--- src/rtl/mcuxu_pkg.sv ---
/*
 * constants, opcode map, carrier types and the adder shared by the
 * execute unit of the 8-bit core and its data memory and return stack.
 * assumes a single 20 MHz clock and a 16-bit instruction word.
 */
// Notes on behaviour
// - add literal to work, flags c dc z
// - destination bit zero to work, one to file
// - add work to file, routed, flags c dc z
// - add work, file and carry, routed, flags
// - pc gets pc plus one plus signed work
// - and literal or file, zero flag only
// - clear or set one file bit, no flags
// - bit test skip discards next fetched instruction
// - call pushes pc plus one, jumps to literal
// - branch loads literal target, two cycles
// - clear file writes zero to addressed byte
// - clear watchdog zeroes counter, sets timeout, power-down
// - decrement file, routed, zero flag only
// - complement file, routed, zero flag only
// - decrement or increment skip when result zero
// - increment file, routed, zero flag only
// - halt stops core until internal or external wake-up
// - or literal or file, zero flag only
// - move file to work, no flags
// - move literal to work, no flags

package mcuxu_pkg;

	// ========================================================
	// widths and reset values
	localparam int PC_W = 13;
	localparam int DATA_W = 8;
	localparam int ADDR_W = 8;
	localparam int DMEM_DEPTH = 256;
	localparam int STACK_DEPTH = 6;
	localparam int WDT_W = 16;
	localparam logic [PC_W-1:0] PC_RESET = 13'h0000;
	localparam logic [PC_W-1:0] PC_STEP = 13'h0001;
	localparam logic [PC_W-1:0] PC_SKIP_STEP = 13'h0002;
	localparam logic [7:0] WORK_RESET = 8'h00;
	localparam logic [15:0] INSTR_RESET = 16'h0000;

	// ========================================================
	// instruction classes, bits 15:13
	localparam logic [2:0] CLS_MISC = 3'h0;
	localparam logic [2:0] CLS_LIT = 3'h1;
	localparam logic [2:0] CLS_FILE = 3'h2;
	localparam logic [2:0] CLS_BIT = 3'h3;
	localparam logic [2:0] CLS_BRANCH = 3'h4;
	localparam logic [2:0] CLS_CALL = 3'h5;

	// literal class codes, bits 12:8, literal in 7:0
	localparam logic [4:0] LIT_ADD = 5'h00;
	localparam logic [4:0] LIT_AND = 5'h01;
	localparam logic [4:0] LIT_OR = 5'h02;
	localparam logic [4:0] LIT_MOVE = 5'h03;

	// file class codes, bits 12:9, destination bit 8, address 7:0
	localparam logic [3:0] FIL_ADD = 4'h0;
	localparam logic [3:0] FIL_ADD_CARRY = 4'h1;
	localparam logic [3:0] FIL_AND = 4'h2;
	localparam logic [3:0] FIL_OR = 4'h3;
	localparam logic [3:0] FIL_DEC = 4'h4;
	localparam logic [3:0] FIL_COMP = 4'h5;
	localparam logic [3:0] FIL_DEC_SKIP = 4'h6;
	localparam logic [3:0] FIL_INC = 4'h7;
	localparam logic [3:0] FIL_INC_SKIP = 4'h8;
	localparam logic [3:0] FIL_MOVE_TO_WORK = 4'h9;
	localparam logic [3:0] FIL_CLEAR = 4'ha;

	// bit class codes, bits 12:11, bit number 10:8, address 7:0
	localparam logic [1:0] BIT_CLEAR = 2'h0;
	localparam logic [1:0] BIT_SET = 2'h1;
	localparam logic [1:0] BIT_SKIP_CLEAR = 2'h2;
	localparam logic [1:0] BIT_SKIP_SET = 2'h3;

	// misc class, whole body
	localparam logic [12:0] MISC_HALT = 13'h0001;
	localparam logic [12:0] MISC_CLEAR_WATCHDOG = 13'h0002;
	localparam logic [12:0] MISC_ADD_WORK_PC = 13'h0003;

	// ========================================================
	// carriers
	typedef struct packed {
		logic [2:0] cls;
		logic [12:0] body;
	} mcuxu_instr_t;

	typedef struct packed {
		logic [7:0] value;
		logic carry;
		logic digit_carry;
	} mcuxu_alu_t;

	typedef enum {
		ST_FETCH,
		ST_EXEC,
		ST_FLUSH_A,
		ST_FLUSH_B,
		ST_HALT
	} mcuxu_state_t;

	// ========================================================
	// adder with carry out of bits 3 and 7
	function automatic mcuxu_alu_t mcuxu_add8(input logic [7:0] a, input logic [7:0] b,
		input logic cin);
		logic [4:0] lo;
		logic [8:0] full;
		mcuxu_alu_t r;
		lo = {1'b0, a[3:0]} + {1'b0, b[3:0]} + {4'h0, cin};
		full = {1'b0, a} + {1'b0, b} + {8'h00, cin};
		r.value = full[7:0];
		r.carry = full[8];
		r.digit_carry = lo[4];
		return r;
	endfunction

endpackage

--- src/rtl/mcuxu_data_ram.sv ---
/*
 * data memory of the core: one write port, one read port.
 * read data come out of a register one clock after the address.
 */
`timescale 1ns/1ps
`default_nettype none

module mcuxu_data_ram import mcuxu_pkg::*; #(
	parameter int DEPTH = DMEM_DEPTH,
	parameter int WIDTH = DATA_W
) (
	input wire logic i_clk,
	input wire logic [ADDR_W-1:0] i_raddr,
	input wire logic i_we,
	input wire logic [ADDR_W-1:0] i_waddr,
	input wire logic [WIDTH-1:0] i_wdata,
	output logic [WIDTH-1:0] o_rdata
);

	// ========================================================
	// storage
	// contents are undefined after reset, as on the real part
	logic [WIDTH-1:0] mem [DEPTH];

	if (DEPTH != (1 << ADDR_W)) begin : g_depth_check
		$error("data memory depth must cover the full file address range");
	end

	always_ff @(posedge i_clk) begin
		if (i_we) begin
			mem[i_waddr] <= i_wdata;
		end
		o_rdata <= mem[i_raddr];
	end

endmodule

`default_nettype wire

--- src/rtl/mcuxu_ret_stack.sv ---
/*
 * return address stack of the core, push only in this unit.
 * a push beyond the depth overwrites the oldest entry.
 */
`timescale 1ns/1ps
`default_nettype none

module mcuxu_ret_stack import mcuxu_pkg::*; #(
	parameter int DEPTH = STACK_DEPTH
) (
	input wire logic i_clk,
	input wire logic i_rst_n,
	input wire logic i_push,
	input wire logic [PC_W-1:0] i_data,
	output logic [PC_W-1:0] o_top_ff
);

	// ========================================================
	// storage and pointer
	localparam int PTR_W = $clog2(DEPTH);
	logic [PC_W-1:0] slot_ff [DEPTH];
	logic [PTR_W-1:0] ptr_ff;
	logic [PTR_W-1:0] nxt_ptr;
	logic [PC_W-1:0] nxt_top;

	if (DEPTH < 2) begin : g_depth_check
		$error("return stack needs at least two entries");
	end

	always_comb begin
		nxt_ptr = ptr_ff;
		nxt_top = o_top_ff;
		if (i_push) begin
			nxt_top = i_data;
			nxt_ptr = (ptr_ff == PTR_W'(DEPTH - 1)) ? '0 : ptr_ff + 1'b1;
		end
	end

	always_ff @(posedge i_clk or negedge i_rst_n) begin
		if (!i_rst_n) begin
			ptr_ff <= '0;
			o_top_ff <= PC_RESET;
		end else begin
			ptr_ff <= nxt_ptr;
			o_top_ff <= nxt_top;
		end
	end

	// entries hold no reset value; only the pointer and the top register are defined
	always_ff @(posedge i_clk) begin
		if (i_push) begin
			slot_ff[ptr_ff] <= i_data;
		end
	end

endmodule

`default_nettype wire

--- src/rtl/mcuxu_core.sv ---
/*
 * execute unit of the 8-bit core: fetch, decode and execute of the
 * arithmetic, logic, bit, move, skip, branch, call, watchdog and halt
 * instructions. assumes program memory answers the address on
 * O_PROG_ADDR with its word on I_PROG_DATA within one clock.
 */
`timescale 1ns/1ps
`default_nettype none

module mcuxu_core import mcuxu_pkg::*; #(
	parameter int WDT_WIDTH = WDT_W
) (
	input wire logic I_SYS_CLK,
	input wire logic I_RST_N,
	input wire logic [15:0] I_PROG_DATA,
	input wire logic I_WAKE_INT,
	input wire logic I_WAKE_EXT,
	output logic [PC_W-1:0] O_PROG_ADDR,
	output logic [DATA_W-1:0] O_WORK,
	output logic O_CARRY,
	output logic O_DIGIT_CARRY,
	output logic O_ZERO,
	output logic O_TIMEOUT_FLAG,
	output logic O_POWER_DOWN_FLAG,
	output logic O_HALTED,
	output logic [PC_W-1:0] O_STACK_TOP
);

	if (WDT_WIDTH < 2) begin : g_wdt_check
		$error("watchdog counter too narrow");
	end

	// ========================================================
	// state
	mcuxu_state_t state_ff, nxt_state;
	mcuxu_instr_t ir_ff, nxt_ir;
	logic [PC_W-1:0] pc_ff, nxt_pc;
	logic [7:0] work_ff, nxt_work;
	logic carry_ff, nxt_carry;
	logic digit_carry_ff, nxt_digit_carry;
	logic zero_ff, nxt_zero;
	logic timeout_flag_ff, nxt_timeout_flag;
	logic power_down_flag_ff, nxt_power_down_flag;
	logic halted_ff, nxt_halted;
	logic [WDT_WIDTH-1:0] watchdog_counter_ff, nxt_watchdog_counter;

	// ========================================================
	// execute datapath signals
	logic [7:0] file_rdata;
	logic [7:0] lit;
	logic [7:0] bit_mask;
	logic file_bit;
	mcuxu_alu_t res;
	logic upd_carries;
	logic upd_zero;
	logic to_work;
	logic to_file;
	logic skip;
	logic wdt_clear;
	logic mem_we;
	logic stack_push;
	logic [ADDR_W-1:0] mem_raddr;

	assign lit = ir_ff.body[7:0];
	assign bit_mask = 8'h01 << ir_ff.body[10:8];
	assign file_bit = |(file_rdata & bit_mask);
	// the read is launched from the word being fetched so data is ready in exec
	assign mem_raddr = I_PROG_DATA[ADDR_W-1:0];

	// ========================================================
	// instruction sequencing and execution
	always_comb begin
		nxt_state = state_ff;
		nxt_ir = ir_ff;
		nxt_pc = pc_ff;
		nxt_work = work_ff;
		nxt_carry = carry_ff;
		nxt_digit_carry = digit_carry_ff;
		nxt_zero = zero_ff;
		res = '{value: file_rdata, carry: 1'b0, digit_carry: 1'b0};
		upd_carries = 1'b0;
		upd_zero = 1'b0;
		to_work = 1'b0;
		to_file = 1'b0;
		skip = 1'b0;
		wdt_clear = 1'b0;
		stack_push = 1'b0;
		unique case (state_ff)
			ST_FETCH: begin
				nxt_ir = mcuxu_instr_t'(I_PROG_DATA);
				nxt_state = ST_EXEC;
			end
			ST_EXEC: begin
				nxt_state = ST_FETCH;
				nxt_pc = pc_ff + PC_STEP;
				unique case (ir_ff.cls)
					CLS_LIT: begin
						to_work = 1'b1;
						upd_zero = 1'b1;
						case (ir_ff.body[12:8])
							LIT_ADD: begin
								res = mcuxu_add8(work_ff, lit, 1'b0);
								upd_carries = 1'b1;
							end
							LIT_AND: res.value = work_ff & lit;
							LIT_OR: res.value = work_ff | lit;
							LIT_MOVE: begin
								res.value = lit;
								upd_zero = 1'b0;
							end
							default: begin
								to_work = 1'b0;
								upd_zero = 1'b0;
							end
						endcase
					end
					CLS_FILE: begin
						to_work = ~ir_ff.body[8];
						to_file = ir_ff.body[8];
						upd_zero = 1'b1;
						case (ir_ff.body[12:9])
							FIL_ADD: begin
								res = mcuxu_add8(work_ff, file_rdata, 1'b0);
								upd_carries = 1'b1;
							end
							FIL_ADD_CARRY: begin
								res = mcuxu_add8(work_ff, file_rdata, carry_ff);
								upd_carries = 1'b1;
							end
							FIL_AND: res.value = work_ff & file_rdata;
							FIL_OR: res.value = work_ff | file_rdata;
							FIL_DEC: res.value = file_rdata - 8'h01;
							FIL_COMP: res.value = ~file_rdata;
							FIL_INC: res.value = file_rdata + 8'h01;
							FIL_DEC_SKIP: begin
								res.value = file_rdata - 8'h01;
								upd_zero = 1'b0;
								skip = (res.value == 8'h00);
							end
							FIL_INC_SKIP: begin
								res.value = file_rdata + 8'h01;
								upd_zero = 1'b0;
								skip = (res.value == 8'h00);
							end
							FIL_MOVE_TO_WORK: begin
								to_work = 1'b1;
								to_file = 1'b0;
								upd_zero = 1'b0;
							end
							FIL_CLEAR: begin
								res.value = 8'h00;
								to_work = 1'b0;
								to_file = 1'b1;
								upd_zero = 1'b0;
							end
							default: begin
								to_work = 1'b0;
								to_file = 1'b0;
								upd_zero = 1'b0;
							end
						endcase
					end
					CLS_BIT: begin
						unique case (ir_ff.body[12:11])
							BIT_CLEAR: begin
								res.value = file_rdata & ~bit_mask;
								to_file = 1'b1;
							end
							BIT_SET: begin
								res.value = file_rdata | bit_mask;
								to_file = 1'b1;
							end
							BIT_SKIP_CLEAR: skip = ~file_bit;
							BIT_SKIP_SET: skip = file_bit;
						endcase
					end
					CLS_BRANCH: begin
						nxt_pc = ir_ff.body[PC_W-1:0];
						nxt_state = ST_FLUSH_A;
					end
					CLS_CALL: begin
						stack_push = 1'b1;
						nxt_pc = ir_ff.body[PC_W-1:0];
						nxt_state = ST_FLUSH_A;
					end
					CLS_MISC: begin
						case (ir_ff.body)
							MISC_HALT: nxt_state = ST_HALT;
							MISC_CLEAR_WATCHDOG: wdt_clear = 1'b1;
							MISC_ADD_WORK_PC: begin
								// sign extension is the same as subtracting 100h at and above 80h
								nxt_pc = pc_ff + PC_STEP + {{(PC_W-8){work_ff[7]}}, work_ff};
								nxt_state = ST_FLUSH_A;
							end
							default: nxt_state = ST_FETCH;
						endcase
					end
					default: nxt_state = ST_FETCH;
				endcase
				if (skip) begin
					nxt_pc = pc_ff + PC_SKIP_STEP;
					nxt_state = ST_FLUSH_A;
				end
				if (to_work) begin
					nxt_work = res.value;
				end
				if (upd_carries) begin
					nxt_carry = res.carry;
					nxt_digit_carry = res.digit_carry;
				end
				if (upd_zero) begin
					nxt_zero = (res.value == 8'h00);
				end
			end
			// the discarded slot costs a full instruction cycle of two clocks
			ST_FLUSH_A: nxt_state = ST_FLUSH_B;
			ST_FLUSH_B: nxt_state = ST_FETCH;
			ST_HALT: begin
				if (I_WAKE_INT || I_WAKE_EXT) begin
					nxt_state = ST_FETCH;
				end
			end
		endcase
		nxt_halted = (nxt_state == ST_HALT);
	end

	assign mem_we = (state_ff == ST_EXEC) && to_file;

	always_ff @(posedge I_SYS_CLK or negedge I_RST_N) begin
		if (!I_RST_N) begin
			state_ff <= ST_FETCH;
			ir_ff <= mcuxu_instr_t'(INSTR_RESET);
			pc_ff <= PC_RESET;
			work_ff <= WORK_RESET;
			carry_ff <= 1'b0;
			digit_carry_ff <= 1'b0;
			zero_ff <= 1'b0;
			halted_ff <= 1'b0;
		end else begin
			state_ff <= nxt_state;
			ir_ff <= nxt_ir;
			pc_ff <= nxt_pc;
			work_ff <= nxt_work;
			carry_ff <= nxt_carry;
			digit_carry_ff <= nxt_digit_carry;
			zero_ff <= nxt_zero;
			halted_ff <= nxt_halted;
		end
	end

	// ========================================================
	// watchdog, keeps counting while halted since the oscillator runs
	always_comb begin
		nxt_watchdog_counter = watchdog_counter_ff + 1'b1;
		nxt_timeout_flag = timeout_flag_ff;
		nxt_power_down_flag = power_down_flag_ff;
		if (&watchdog_counter_ff) begin
			nxt_timeout_flag = 1'b0;
		end
		// a clear in the overflow cycle wins so the flag is not dropped
		if (wdt_clear) begin
			nxt_watchdog_counter = '0;
			nxt_timeout_flag = 1'b1;
			nxt_power_down_flag = 1'b1;
		end
	end

	always_ff @(posedge I_SYS_CLK or negedge I_RST_N) begin
		if (!I_RST_N) begin
			watchdog_counter_ff <= '0;
			timeout_flag_ff <= 1'b1;
			power_down_flag_ff <= 1'b1;
		end else begin
			watchdog_counter_ff <= nxt_watchdog_counter;
			timeout_flag_ff <= nxt_timeout_flag;
			power_down_flag_ff <= nxt_power_down_flag;
		end
	end

	// ========================================================
	// memories
	mcuxu_data_ram #(
		.DEPTH(DMEM_DEPTH),
		.WIDTH(DATA_W)
	) u_data_ram (
		.i_clk(I_SYS_CLK),
		.i_raddr(mem_raddr),
		.i_we(mem_we),
		.i_waddr(ir_ff.body[ADDR_W-1:0]),
		.i_wdata(res.value),
		.o_rdata(file_rdata)
	);

	mcuxu_ret_stack #(
		.DEPTH(STACK_DEPTH)
	) u_ret_stack (
		.i_clk(I_SYS_CLK),
		.i_rst_n(I_RST_N),
		.i_push(stack_push),
		.i_data(pc_ff + PC_STEP),
		.o_top_ff(O_STACK_TOP)
	);

	assign O_PROG_ADDR = pc_ff;
	assign O_WORK = work_ff;
	assign O_CARRY = carry_ff;
	assign O_DIGIT_CARRY = digit_carry_ff;
	assign O_ZERO = zero_ff;
	assign O_TIMEOUT_FLAG = timeout_flag_ff;
	assign O_POWER_DOWN_FLAG = power_down_flag_ff;
	assign O_HALTED = halted_ff;

endmodule

`default_nettype wire

--- config.mk ---
export PLATFORM = sky130hd
export DESIGN_NAME = mcuxu_core
export DESIGN_NICKNAME = d
export VERILOG_FILES = /design/src/rtl/mcuxu_pkg.sv /design/src/rtl/mcuxu_data_ram.sv /design/src/rtl/mcuxu_ret_stack.sv /design/src/rtl/mcuxu_core.sv
export SDC_FILE = /design/constraint.sdc
export NUM_CORES = 2
export LEC_CHECK = 0
export ABC_AREA = 1
export BUFFER_PORTS_ARGS = -buffer_cell sky130_fd_sc_hd__buf_2
export CORE_ASPECT_RATIO = 1.4
export CORE_MARGIN = 2
export CORE_UTILIZATION = 46
export CTS_CLUSTER_DIAMETER = 120
export DETAILED_ROUTE_END_ITERATION = 10
export SETUP_SLACK_MARGIN = 0.4
export SYNTH_ARGS = -nofsm -noshare
export SYNTH_HDL_FRONTEND = slang
export SYNTH_SLANG_ARGS = --single-unit
--- constraint.sdc ---
create_clock -name I_SYS_CLK -period 36.6 [get_ports I_SYS_CLK]
set_input_delay 7.32 -clock I_SYS_CLK [delete_from_list [all_inputs] [get_ports I_SYS_CLK]]
set_output_delay 7.32 -clock I_SYS_CLK [all_outputs]
set_load 0.01 [all_outputs]
==> summary.txt <==
Cells and area
  – Fillers: 17023
  – Commonest non-fill, non-tap cell in the layout: edfxtp_1
  – Area occupied by multi-input gates: between 20000 and 25000 um2
  – Final Net Count: 7610
  – Most frequent cells in the layout: edfxtp_1 (2048), nor2_1 (1339), o21ai_0 (1127)
  – Filler-free cell count of the finished design: between 10000 and 15000
  – Area Growth Syn to Fin: 9.753%
  – Layout cells sized above 1: 7.283%
  – Final Cell Area: 98770 um2
  – FF/Latch Area: about 64000 um2

Route
  – WL per Instance: 25.58 um
  – Initial DRC count: 6810
  – Vias per Instance: between 5 and 6
  – Routed via count: 61108
  – Remaining DRCs: 0
  – Routed Antenna Nets: 0
  – First drt pass iteration count: 8
  – Routed WL: around 260000 um

STA
  – Slew Viols, Final: 0
  – Slew @ Worst Pin: 1263 ps
  – Maximum clock rate: 0.08537 GHz
  – Final setup fails: 0
  – Final worst setup slack: ~25000 ps
  – Final TNS setup: 0 ps
  – Endpoints failing hold: 0
  – RSZ-0062 raised after global routing: false
  – Clk_skew: roughly 65 ps
  – Final min period: roughly 12000 ps
  – Slew headroom: 15.78%
  – Fin crit share: 32.01%

Synth
  – Post-synth EDFFs: 2048
  – Post-synthesis sequential area ratio: between 70% and 80%
  – Flops & latches, synth: 2159
  – Yosys cell types: 51
  – Async set or reset register ratio after synthesis: 4.771%
  – Yosys warnings: 0
  – Synth Cell Area: 90000 um2
  – Main flop type after synthesis: edfxtp_1
  – Syn avg cell area: 11.76 um2
  – Synthesized instance count: between 7000 and 8000

Pwr
  – Internal power: 0.003970 W
  – Max IR drop VDD: between 30 and 40 uV
  – Switching part of the total: 23.39%
  – Pleak: between 30 and 40 nW
  – Clk network pwr share: 39.3%
  – NetSw: between 0.001 and 0.0015 W
  – Power, Total: between 0.005 and 0.006 W
  – Cell Pwr Density: roughly 52 nW/um2
  – Seq pwr share: 53.6%
  – Comb power frac: 7.1%

Clock network
  – CTS tree: yes
  – CTS max path bufs: 4
  – Root Buffer: clkbuf_16
  – # Post-CTS Setup Buffers: 0
  – TritonCTS Buffers: just over 200
  – Post-CTS sizing: 0
  – # clock sinks: 2159
  – Worst skew pair latency: 870 ps
  – Cts-stage hold buffer count: 0
  – H-Tree Depth: 4
  – Worst-path clk slew: 60 ps

Global route
  – Vias in the first global route: 58793
  – First-pass GRT wire length: 386000 um
  – Total grt overflow: 0
  – Initial antenna violation count: 10
  – Total global routing track utilization: between 20% and 30%
  – Pin count of the biggest net entering global routing: 223

Critical path
  – CP max FO: 137
  – Crit start category: primary input
  – WP data required: 37360 ps
  – Reg2Reg Depth: 21
  – Critical Path Sink Type: register
  – Critical Path AT: 12470 ps
  – Setup Crit Path Kind: in -> reg

Floorplan
  – Die Wd: roughly 380 um
  – Initial Util: a little under half
  – Die area: ~200000 um2
  – Die height: around 530 um
  – Core area: 195100 um2
  – FP Rows: ~190
  – IO Count: 60

Place
  – Post-DP HPWL: 148200 um
  – Post-DP Area: 92510 um2
  – I/O Buffers: 58
  – Post-place setup slack: between 20000 and 25000 ps
  – Routability Congestion: 0.9146
  – Placed cells: 9947

Worst hold path
  – Class of the worst hold path: reg -> reg
  – Hold Path Stages: 1

Run status
  – Status: completed

Flow run
  – Max_cap viols: 0
==> cell families (layout without fill, tap and decap cells) <==
group,after synthesis,count (layout),synth area share (%)
and+or+nand+nor,2973,2973,13.79
adders and majority gates,56,56,0.8036
buffers and inverters,677,683,3.107
AOI/OAI and AO/OA,1749,1749,10.54
xor gates and xnor gates,39,39,0.3795
other,2,47,0.008345
DFF,2159,2159,71.38
==> power groups by stage <==
stage	clock network, W	registers, W	logic, W
floorplan	0	0.00290	0.000209
global placement	0	0.00283	0.000359
detailed placement	0	0.00283	0.000364
CTS	0.00205	0.00278	0.000365
global route	0.00214	0.00278	0.000396
finish	0.00204	0.00278	0.000367
==> sequential cells by signal, summed over array words and instances, names as in the netlist <==
register,count
O_TIMEOUT_FLAG,1
state_ff,32
O_ZERO,1
watchdog_counter_ff,16
u_data_ram.mem,2048
u_ret_stack.o_top_ff,13
O_WORK,8
O_PROG_ADDR,13
O_DIGIT_CARRY,1
ir_ff,16
u_data_ram.o_rdata,8
O_CARRY,1
O_HALTED,1
==> routing by layer <==
layer  track usage, %  up-vias  part of all wire (%)
met4            13.29        4                   5.5
met5                0        -                0.0098
met1            33.22    30443                    38
met3            3.499      617                   7.5
li1                 -    27403                     -
met2            43.26     2641                    49
==> stage by stage <==
step           utilization, %  hold WS, ps
4_1_cts                 50.61        467.5
3_3_place_gp            47.43        446.2
2_1_floorplan               -        432.9
3_5_place_dp            47.43        458.4
5_1_grt                 50.63        500.8
6_report                50.64        462.7
==> worst max-delay path, cell delays in order <==
cell and delay (ps):
buf_8 230, inv_8 690, buf_4 830, buf_4 890, o21ai_0 220, o22ai_1 240, nand2_1 100, nand3_1 110
nand3_1 260, nand3_1 200, nand3_1 290, nand3_1 640, and2_1 220
==> final cells by class <==
class	instances	area share (%)
Timing Repair Buffer	150	1.120
Antenna cell	17	0.04307
Sequential cell	2159	65.03
Inverter	172	0.6891
Tap cell	2619	3.318
Clock buffer	252	5.404
Multi-Input combinational cell	4847	23.50
Clock inverter	109	0.8918
==> path summary, 6_finish.rpt <==
kind | startpoint | slack, ps | to
max in group asynchronous | I_RST_N | 28840 | state_ff[28]
setup reg to reg | u_data_ram.o_rdata[2] | 30220 | u_data_ram.mem[177][7]
min in group asynchronous | I_RST_N | 6440 | u_ret_stack.o_top_ff[9]
hold / removal | watchdog_counter_ff[0] | 460 | watchdog_counter_ff[0]
hold reg to reg | watchdog_counter_ff[0] | 460 | watchdog_counter_ff[0]
setup / recovery | I_PROG_DATA[1] | 24890 | u_data_ram.o_rdata[6]
==> synthesized netlist by cell type (10+ instances only) <==
| cell type | n | area share (%) |
|---|---|---|
| nand3_1 | 590 | 3.3 |
| nor2_1 | 1339 | 5.6 |
| o21ai_1 | 13 | 0.072 |
| or2_2 | 10 | 0.070 |
| nand4_1 | 23 | 0.16 |
| o22ai_1 | 515 | 3.6 |
| buf_6 | 10 | 0.13 |
| dfrtp_1 | 102 | 2.8 |
| xor2_1 | 31 | 0.30 |
| buf_2 | 108 | 0.60 |
| o21ai_0 | 1135 | 6.3 |
| ha_1 | 53 | 0.74 |
| nor3_1 | 22 | 0.12 |
| nand2_1 | 873 | 3.6 |
| clkbuf_1 | 341 | 1.4 |
| inv_1 | 156 | 0.65 |
| nor2_2 | 67 | 0.47 |
| edfxtp_1 | 2048 | 68 |
| a21oi_1 | 54 | 0.30 |
| buf_4 | 11 | 0.092 |
| buf_1 | 35 | 0.15 |
No activity file was read; power rests on OpenSTA's default activity.
